`src/rtl/adcc_pkg.sv`:
```
// Purpose: Constants and carrier types for the ADC configuration bank
// Assumes: 8-bit register addresses, byte-wide data
// Notes:   Offsets, fields and reset values are named once here
package adcc_pkg;
  localparam logic [7:0] OFS_STATUS    = 8'h00;
  localparam logic [7:0] OFS_GENERAL   = 8'h01;
  localparam logic [7:0] OFS_DATA_FMT  = 8'h02;
  localparam logic [7:0] OFS_AVG       = 8'h03;
  localparam logic [7:0] OFS_OPMODE    = 8'h04;
  localparam logic [7:0] OFS_CHAN_FN   = 8'h05;
  localparam logic [7:0] OFS_DIG_DIR   = 8'h07;
  localparam logic [7:0] RST_DATA_FMT  = 8'h00;
  localparam logic [7:0] RST_AVG       = 8'h00;
  localparam logic [7:0] RST_OPMODE    = 8'h00;
  localparam logic [7:0] RST_CHAN_FN   = 8'h00;
  localparam logic [7:0] RST_DIG_DIR   = 8'h00;
  localparam logic [7:0] MASK_DATA_FMT = 8'hB0;
  localparam logic [7:0] MASK_AVG      = 8'h07;
  localparam int         BIT_DEBUG     = 7;
  localparam int         BIT_TAG_HI    = 5;
  localparam int         BIT_TAG_LO    = 4;
  localparam int         BIT_SEQ_FAULT = 7;
  localparam int         BIT_SCH_HI    = 6;
  localparam int         BIT_SCH_LO    = 5;
  localparam int         BIT_TIMING    = 4;
  localparam int         BIT_RATE_HI   = 3;
  localparam int         BIT_CRC_FLAG  = 1;
  localparam logic [11:0] DEBUG_CODE   = 12'hA5A;
  localparam logic [1:0] TAG_NONE      = 2'h0;
  localparam logic [1:0] TAG_CHAN      = 2'h1;
  localparam logic [1:0] TAG_STATUS    = 2'h2;
  localparam logic [1:0] SCHEME_MANUAL = 2'h0;
  localparam logic [1:0] SCHEME_AUTO   = 2'h1;

  typedef struct packed {
    logic       wr_en;
    logic       rd_en;
    logic [7:0] addr;
    logic [7:0] wdata;
  } adcc_req_t;

  typedef struct packed {
    logic        valid;
    logic [3:0]  chan_id;
    logic [3:0]  flags;
    logic [11:0] code;
  } adcc_sample_t;
endpackage

```
`src/rtl/adcc_config_bank.sv`:
```
// Purpose: Data format, averaging, mode and pin configuration registers
// Assumes: Host access decoded upstream into single-cycle requests
// Notes:   Status flag lives outside; it arrives as crc_fault_flag
// Notes on behaviour
// - Debug bit forces fixed code on output samples
// - Tag field appends nothing, channel or flags
// - Reserved bits ignore writes, read zero
// - Averaging code selects 1 to 128 samples
// - Fault bit clear: keep sequencing and pins
// - Fault bit set: pins analog, sequencing paused
// - Flag cleared: resume and restore pins
// - Scheme field selects manual or autonomous
// - Timing bit picks fast or low-power oscillator
// - Rate setting used only in autonomous mode
// - Function bit: analog input or digital pin
// - Direction bit: digital input or output
// - Fault flag blocks writes beyond first two
`timescale 1ns/1ps
module adcc_config_bank (
  input  wire logic                  core_clk,
  input  wire logic                  rst,
  input  wire adcc_pkg::adcc_req_t   req,
  input  wire logic                  crc_fault_flag,
  input  wire adcc_pkg::adcc_sample_t sample_in,
  output logic [7:0]                 rdata,
  output logic                       rvalid,
  output logic [15:0]                out_word,
  output logic [1:0]                 out_tag_kind,
  output logic                       out_valid,
  output logic [7:0]                 avg_samples_log2,
  output logic                       autonomous_en,
  output logic                       low_power_osc,
  output logic [3:0]                 rate_setting,
  output logic                       sequencing_run,
  output logic [7:0]                 pin_is_digital,
  output logic [7:0]                 pin_is_output
);
  ////////////////////////////////////////////////////////////////////////
  logic [7:0] data_format_config_reg;
  logic [7:0] averaging_config_reg;
  logic [7:0] operating_mode_config_reg;
  logic [7:0] channel_function_config_reg;
  logic [7:0] digital_direction_config_reg;
  logic       wr_ok;
  logic       paused;
  logic [7:0] rdata_next;
  logic [7:0] fn_eff;
  logic [7:0] dir_eff;

  // Only status and general registers stay writable during a fault
  assign wr_ok = req.wr_en && (!crc_fault_flag ||
                 req.addr == adcc_pkg::OFS_STATUS ||
                 req.addr == adcc_pkg::OFS_GENERAL);
  // Pause lasts exactly as long as the flag; clearing it restores all
  assign paused = crc_fault_flag &&
                  operating_mode_config_reg[adcc_pkg::BIT_SEQ_FAULT];

  always_ff @(posedge core_clk) begin
    if (rst) begin
      data_format_config_reg <= adcc_pkg::RST_DATA_FMT;
    end else if (wr_ok && req.addr == adcc_pkg::OFS_DATA_FMT) begin
      data_format_config_reg <= req.wdata & adcc_pkg::MASK_DATA_FMT;
    end
  end

  always_ff @(posedge core_clk) begin
    if (rst) begin
      averaging_config_reg <= adcc_pkg::RST_AVG;
    end else if (wr_ok && req.addr == adcc_pkg::OFS_AVG) begin
      averaging_config_reg <= req.wdata & adcc_pkg::MASK_AVG;
    end
  end

  always_ff @(posedge core_clk) begin
    if (rst) begin
      operating_mode_config_reg <= adcc_pkg::RST_OPMODE;
    end else if (wr_ok && req.addr == adcc_pkg::OFS_OPMODE) begin
      operating_mode_config_reg <= req.wdata;
    end
  end

  always_ff @(posedge core_clk) begin
    if (rst) begin
      channel_function_config_reg <= adcc_pkg::RST_CHAN_FN;
    end else if (wr_ok && req.addr == adcc_pkg::OFS_CHAN_FN) begin
      channel_function_config_reg <= req.wdata;
    end
  end

  always_ff @(posedge core_clk) begin
    if (rst) begin
      digital_direction_config_reg <= adcc_pkg::RST_DIG_DIR;
    end else if (wr_ok && req.addr == adcc_pkg::OFS_DIG_DIR) begin
      digital_direction_config_reg <= req.wdata;
    end
  end

  ////////////////////////////////////////////////////////////////////////
  always_comb begin
    case (req.addr)
      adcc_pkg::OFS_DATA_FMT: rdata_next = data_format_config_reg;
      adcc_pkg::OFS_AVG:      rdata_next = averaging_config_reg;
      adcc_pkg::OFS_OPMODE:   rdata_next = operating_mode_config_reg;
      adcc_pkg::OFS_CHAN_FN:  rdata_next = channel_function_config_reg;
      adcc_pkg::OFS_DIG_DIR:  rdata_next = digital_direction_config_reg;
      default:                rdata_next = 8'h00;
    endcase
  end

  always_ff @(posedge core_clk) begin
    if (rst) begin
      rdata  <= 8'h00;
      rvalid <= 1'b0;
    end else begin
      rvalid <= req.rd_en;
      if (req.rd_en) begin
        rdata <= rdata_next;
      end
    end
  end

  ////////////////////////////////////////////////////////////////////////
  // Pin roles: fault pause forces analog, direction masked by function
  genvar g;
  generate
    for (g = 0; g < 8; g++) begin : g_pin
      assign fn_eff[g]  = channel_function_config_reg[g] && !paused;
      assign dir_eff[g] = fn_eff[g] &&
                          digital_direction_config_reg[g];
    end
  endgenerate

  always_ff @(posedge core_clk) begin
    if (rst) begin
      pin_is_digital <= 8'h00;
      pin_is_output  <= 8'h00;
      sequencing_run <= 1'b1;
    end else begin
      pin_is_digital <= fn_eff;
      pin_is_output  <= dir_eff;
      sequencing_run <= !paused;
    end
  end

  always_ff @(posedge core_clk) begin
    if (rst) begin
      avg_samples_log2 <= 8'h00;
      autonomous_en    <= 1'b0;
      low_power_osc    <= 1'b0;
      rate_setting     <= 4'h0;
    end else begin
      avg_samples_log2 <= {5'h00, averaging_config_reg[2:0]};
      autonomous_en    <= operating_mode_config_reg[adcc_pkg::BIT_SCH_HI:
                          adcc_pkg::BIT_SCH_LO] == adcc_pkg::SCHEME_AUTO;
      low_power_osc    <= operating_mode_config_reg[adcc_pkg::BIT_TIMING];
      // Rate held at zero in manual mode so nothing downstream free-runs
      if (operating_mode_config_reg[adcc_pkg::BIT_SCH_HI:adcc_pkg::BIT_SCH_LO]
          == adcc_pkg::SCHEME_AUTO) begin
        rate_setting <= operating_mode_config_reg[adcc_pkg::BIT_RATE_HI:0];
      end else begin
        rate_setting <= 4'h0;
      end
    end
  end

  ////////////////////////////////////////////////////////////////////////
  // Output word: code in [15:4], tag nibble in [3:0]
  logic [11:0] code_sel;
  logic [1:0]  tag_sel;
  logic [3:0]  nib_sel;
  assign code_sel = data_format_config_reg[adcc_pkg::BIT_DEBUG] ?
                    adcc_pkg::DEBUG_CODE : sample_in.code;
  assign tag_sel  = data_format_config_reg[adcc_pkg::BIT_TAG_HI:
                                           adcc_pkg::BIT_TAG_LO];
  always_comb begin
    case (tag_sel)
      adcc_pkg::TAG_CHAN:   nib_sel = sample_in.chan_id;
      adcc_pkg::TAG_STATUS: nib_sel = sample_in.flags;
      default:              nib_sel = 4'h0;
    endcase
  end

  always_ff @(posedge core_clk) begin
    if (rst) begin
      out_word     <= 16'h0000;
      out_tag_kind <= 2'h0;
      out_valid    <= 1'b0;
    end else begin
      out_valid <= sample_in.valid;
      if (sample_in.valid) begin
        out_word     <= {code_sel, nib_sel};
        out_tag_kind <= tag_sel;
      end
    end
  end

  ////////////////////////////////////////////////////////////////////////
  property p_blocked;
    @(posedge core_clk) disable iff (rst)
      (req.wr_en && crc_fault_flag && req.addr == adcc_pkg::OFS_CHAN_FN)
      |=> $stable(channel_function_config_reg);
  endproperty
  a_blocked: assert property (p_blocked)
    else $error("Write passed during fault");

  property p_debug;
    @(posedge core_clk) disable iff (rst)
      (sample_in.valid && data_format_config_reg[adcc_pkg::BIT_DEBUG])
      |=> out_valid && out_word[15:4] == adcc_pkg::DEBUG_CODE;
  endproperty
  a_debug: assert property (p_debug)
    else $error("Debug code missing");

  property p_tag_none;
    @(posedge core_clk) disable iff (rst)
      (sample_in.valid && tag_sel == adcc_pkg::TAG_NONE)
      |=> out_word[3:0] == 4'h0;
  endproperty
  a_tag_none: assert property (p_tag_none)
    else $error("Tag appended when off");

  property p_reserved;
    @(posedge core_clk) disable iff (rst)
      data_format_config_reg[6] == 1'b0 &&
      data_format_config_reg[3:0] == 4'h0 &&
      averaging_config_reg[7:3] == 5'h00;
  endproperty
  a_reserved: assert property (p_reserved)
    else $error("Reserved bit set");

  property p_pause;
    @(posedge core_clk) disable iff (rst)
      paused |=> pin_is_digital == 8'h00 && !sequencing_run;
  endproperty
  a_pause: assert property (p_pause)
    else $error("Pins not forced analog");

  property p_keep;
    @(posedge core_clk) disable iff (rst)
      (crc_fault_flag && !operating_mode_config_reg[adcc_pkg::BIT_SEQ_FAULT])
      |=> sequencing_run &&
          pin_is_digital == $past(channel_function_config_reg);
  endproperty
  a_keep: assert property (p_keep)
    else $error("Fault disturbed pins");

  property p_restore;
    @(posedge core_clk) disable iff (rst)
      $fell(crc_fault_flag) ##0 !req.wr_en |=>
      sequencing_run && pin_is_digital == channel_function_config_reg;
  endproperty
  a_restore: assert property (p_restore)
    else $error("Config not restored");

  property p_dir;
    @(posedge core_clk) disable iff (rst)
      1'b1 |=> pin_is_output ==
               ($past(digital_direction_config_reg) & pin_is_digital);
  endproperty
  a_dir: assert property (p_dir)
    else $error("Output on analog pin");

  property p_rate;
    @(posedge core_clk) disable iff (rst)
      !autonomous_en |-> ##1 1'b1 ##0 (rate_setting == 4'h0 || autonomous_en);
  endproperty
  a_rate: assert property (p_rate)
    else $error("Rate active in manual");

  c_debug:  cover property (@(posedge core_clk) out_valid &&
                            out_word[15:4] == adcc_pkg::DEBUG_CODE);
  c_pause:  cover property (@(posedge core_clk) paused);
  c_resume: cover property (@(posedge core_clk) $fell(paused));
  c_block:  cover property (@(posedge core_clk) req.wr_en && !wr_ok);
endmodule

```
`config.mk`:
```
export PLATFORM = sky130hd
export DESIGN_NAME = adcc_config_bank
export DESIGN_NICKNAME = d
export VERILOG_FILES = /design/src/rtl/adcc_pkg.sv /design/src/rtl/adcc_config_bank.sv
export SDC_FILE = /design/constraint.sdc
export NUM_CORES = 1
export LEC_CHECK = 0
export ABC_CLOCK_PERIOD_IN_PS = 5000
export BUFFER_PORTS_ARGS = -buffer_cell sky130_fd_sc_hd__buf_2
export CORE_AREA = 2 2 75 131
export DETAILED_ROUTE_END_ITERATION = 7
export DIE_AREA = 0 0 77 133
export PLACE_DENSITY = 0.61
export SLEW_MARGIN = 20
export SYNTH_ARGS = -nofsm -noshare
export SYNTH_HDL_FRONTEND = slang
export SYNTH_SLANG_ARGS = --single-unit
```
`constraint.sdc`:
```
create_clock -name core_clk -period 5 [get_ports core_clk]
set_input_delay 0.25 -clock core_clk [delete_from_list [all_inputs] [get_ports core_clk]]
set_output_delay 0.25 -clock core_clk [all_outputs]
set_load 0.03 [all_outputs]
```
# After elaboration in Yosys (flattened, before gate mapping)
# Index checks and enable logic that the tools add are counted.
[op_classes]
eq_ne = 9
mux = 3
bitwise = 1
reduce_logical = 29
[ops]
columns = ["cell", "n"]
rows = [
  ["$pmux 8 s5", 1],
  ["$eq 8x3->1 const B", 3],
  ["$logic_and 1x1->1", 23],
  ["$eq 8x2->1 const B", 2],
  ["$mux 12", 1],
  ["$eq 8x1->1 const B", 1],
  ["$logic_not 8->1", 1],
  ["$pmux 4 s2", 1],
  ["$eq 2x1->1 const B", 2],
  ["$eq 2x2->1 const B", 1],
  ["$logic_not 1->1", 2],
  ["$logic_or 1x1->1", 2],
  ["$reduce_or 2->1", 1],
  ["$not 1->1", 1],
]
[word_totals]
reg_bits = 89
in_bits = 42
output_inout_bits = 59
wordCells = 60

# Longest topological paths before layout
[logic_depth]
ltp_word = 5
ltp_mapped = 6
ltp_nobuf = 6

# Worst setup path after synthesis
# No wires, ideal clock.
[synth_timing]
kind = "input to register"
from = "in req[13] in the netlist's numbering"
to = "reg channel_function_config_reg[0]"
setup_ns = 0.128
arrival_ns = 1.745
setup_slack_ns = 3.128
path_stages = 5
n_path_buf = 1
path_cell_list = "or4_4 buf_6 nor4_4 mux2i_1 nor2_1"
[synth_between]
elab_chain_cells = 5
[synth_lines]
columns = ["element", "line", "rtl"]
rows = [
  ["start, declared", "adcc_config_bank.sv:22", "input wire adcc_pkg::adcc_req_t req,"],
  ["$logic_not 8->1", "adcc_config_bank.sv:52", "req.addr == adcc_pkg::OFS_STATUS ||"],
  ["$logic_or 1x1->1", "adcc_config_bank.sv:51", "assign wr_ok = req.wr_en && (!crc_fault_flag ||"],
  ["$logic_or 1x1->1", "adcc_config_bank.sv:52", ""],
  ["$logic_and 1x1->1", "adcc_config_bank.sv:51", ""],
  ["$logic_and 1x1->1 (*)", "adcc_config_bank.sv:85", "end else if (wr_ok && req.addr == adcc_pkg::OFS_CHAN_FN) begin"],
  ["end signal, assigned", "adcc_config_bank.sv:84", "channel_function_config_reg <= adcc_pkg::RST_CHAN_FN;"],
  ["end signal, assigned", "adcc_config_bank.sv:86", "channel_function_config_reg <= req.wdata;"],
  ["end, declared", "adcc_config_bank.sv:42", "logic [7:0] channel_function_config_reg;"],
]
# Mark *: on every way between the ends. The rest lies on a longest branch, timed or not.
# A chain may end at the register's enable or synchronous reset.

==> out/metrics.yaml <==
outcome: "completed"
hold_viol: 0
layout-drive-gt1-share_pct: 29.10
postCtsResizedCells: 0
grt_pass1_wl_um: 11790
ios: 101
dieArea_sq_um: 10240
fillers: 979
stdcell_count: 524
layout_setup_ws_ns: 3.073
seqPwrFrac_pct: 47.4
final.period_utilization_pct: 38.54
fp.coreArea_sq_um: 9291
p_clk_share_pct: 46.6
cts_hold_buffers: 0
crit_path_max_incr_delay_ns: 0.61
final_cell_mix: "buf_2 (95), dfxtp_1 (84), nor2_1 (55), mux2i_1 (44), nand2_1 (14)"
setup-violations-final: 0
dp.cells: 508
swShare_pct: 22.03
p_per_area_nw_per_um2: 358.6
start_util_pct: 33.69
yosys_warnings: 0
fin_nets: 441
grt_setup_unrepaired: "no"
root_buffer: "clkbuf_16"
max_freq_ghz: 0.5190
synth_area_sq_um: 3131
routed_wirelength_um: 7340
worstPathCellList: "buf_2, nor3b_1, nor4b_1, a22oi_1, nand2_1"
cp.arrival_ns: 2.21
antenna_cells: 0
area_delta_synth_final_pct: 27.58
relSlewSlack_pct: 30.47
ys_seq_elements: 84
vias: 2410
antenna_found_initial: 0
final_common_cell: "buf_2"
largest_register: "out_word"
cts_tree: "yes"
maxCapViolations: 0
synth-edff-count: 0
worstPathRequired_ns: 5.28
seq_area_frac_synth_pct: 53.72
grt_max_degree: 61
cts.sinks: 84
largest_reg_flops: 16
path_buf_inv: 1
clock_path_buffers: 2
irDropWorstVdd_v: 0.0002033
detailedPlace.worstSlack_ns: 2.506
fin_setup_tns_ns: 0
htreeDepth: 3
cpLargestDelayFamily: "simple AND/OR/NAND/NOR gates"
async_reset_ff_share_pct: 0
critPathSlowestCell: "nor3b_1"
place.gp.congestion: 0.7860
internal_power_mw: 1.117
row_count: 47
synth_cell_type_count: 33
track_usage_pct: 14.90
antenna_left: 0
timing.hold.ws_ns: 0.1456
grt_pass1_vias: 2342
clkLatencyLatePin_ns: 0.34
overflow: 0
cts.clk_slew.worst_paths_ns: 0.06
vias_per_cell: 4.599
postSynthAreaPerCell_sq_um: 10.20
cts_setup_buffers: 0
worst_slew_pin_slew_ns: 1.043
critPathKind: "primary input to flip-flop"
finalCriticalPeriod_ns: 1.927
avgRoutedWirePerCell_um: 14.01
die_h_um: 133
drt_iter0_markers: 145
portBuffers: 95
first_pass_iters: 5
leakagePower_nw: 1.787
route.detailed.drc: 0
cts_buffers: 9
crit_fanout: 60
drv_slew: 0
p_sw_mw: 0.3155
syn-instance-count: 307
final.setup_skew_ns: 0.009406
dp_hpwl_um: 5305
min_path_type: "primary input to flip-flop"
synth_flop_cell: "dfxtp_1"
end_kind: "flip-flop"
critical_path.startpoint_type: "primary input"
die_w_um: 77
combPwrFrac_pct: 6.0
-- synth_stat cells (2+ instances only) --
library cell,instances,area [sq um]
nor4b_1,2,17.52
a32oi_1,3,26.28
and3_1,8,50.05
o2bb2ai_1,6,52.55
a22oi_1,7,52.55
o22ai_1,6,37.54
o21ai_0,2,10.01
nand2b_1,3,18.77
nor3b_1,2,15.01
ha_1,2,25.02
nor2_1,55,206.5
nand2_1,14,52.55
nor2b_1,13,81.33
clkbuf_1,10,37.54
nand3b_1,4,30.03
mux2i_1,44,440.4
buf_1,3,11.26
inv_1,2,7.510
and2_1,13,81.33
dfxtp_1,84,1682
buf_4,5,37.54
a22o_1,2,17.52
a21oi_1,7,35.03
-- tightest hold or removal path: stages --
cell     delay (ns)
buf_2          0.07
a21oi_1        0.05
nor2_1         0.07
-- power by group through the flow --
stage / clock network [mW] / logic, mW / registers, mW
2_1_floorplan: 0 / 0.0398 / 0.708
3_3_place_gp: 0 / 0.0844 / 0.694
3_5_place_dp: 0 / 0.0859 / 0.694
4_1_cts: 0.685 / 0.0861 / 0.679
5_1_grt: 0.711 / 0.0927 / 0.680
6_report: 0.667 / 0.0858 / 0.679
-- cells by family after synthesis --
group | count (synthesis) | synth area share [%]
buffers and inverters | 22 | 3.517
flip-flops | 84 | 53.72
multiplexers | 44 | 14.07
AND/OR/NAND/NOR | 121 | 20.38
other | 1 | 0.1198
adder cells (fa/ha/maj) | 2 | 0.7992
AO/OA/AOI/OAI | 33 | 7.394
-- stage by stage --
step	utilization [%]	power (mW)	cell area (sq um)
2_1_floorplan	-	0.7476	3146
6_report	42.98	1.432	3994
5_1_grt	42.98	1.484	3994
3_3_place_gp	39.58	0.7784	3677
3_5_place_dp	39.58	0.7798	3677
4_1_cts	42.85	1.450	3981
-- area by class of cell --
class	instances	area, sq um	area share, %
Timing Repair Buffer	95	475.5	11.90
Tap cell	122	152.6	3.822
Multi-Input combinational cell	205	1373	34.37
Sequential cell	84	1682	42.11
Inverter	2	7.507	0.1880
Clock buffer	12	256.5	6.422
Clock inverter	4	47.55	1.190
-- final timing paths --
check                                                       startpoint                        to  slack (ns)  cells after the start
worst max-delay path                                               rst     rdata[4]$_SDFFE_PP0P_        3.07                      5
worst max register to register  data_format_config_reg[4]$_SDFFE_PP0P_  out_word[0]$_SDFFE_PP0P_        3.72                      6
worst min-delay path                                      sample_in[2]  out_word[6]$_SDFFE_PP0P_        0.15                      3
worst min register to register                   rdata[0]$_SDFFE_PP0P_     rdata[0]$_SDFFE_PP0P_        0.44                      2
-- layer usage --
layer,global-route usage [%],vias to the layer above,routed length (um)
li1,-,1225,-
met1,17.23,1095,3124
met2,25.00,83,3675
met3,4.843,7,416
met4,6.548,0,123
met5,0,-,0
(Power assumes the default switching activity.)
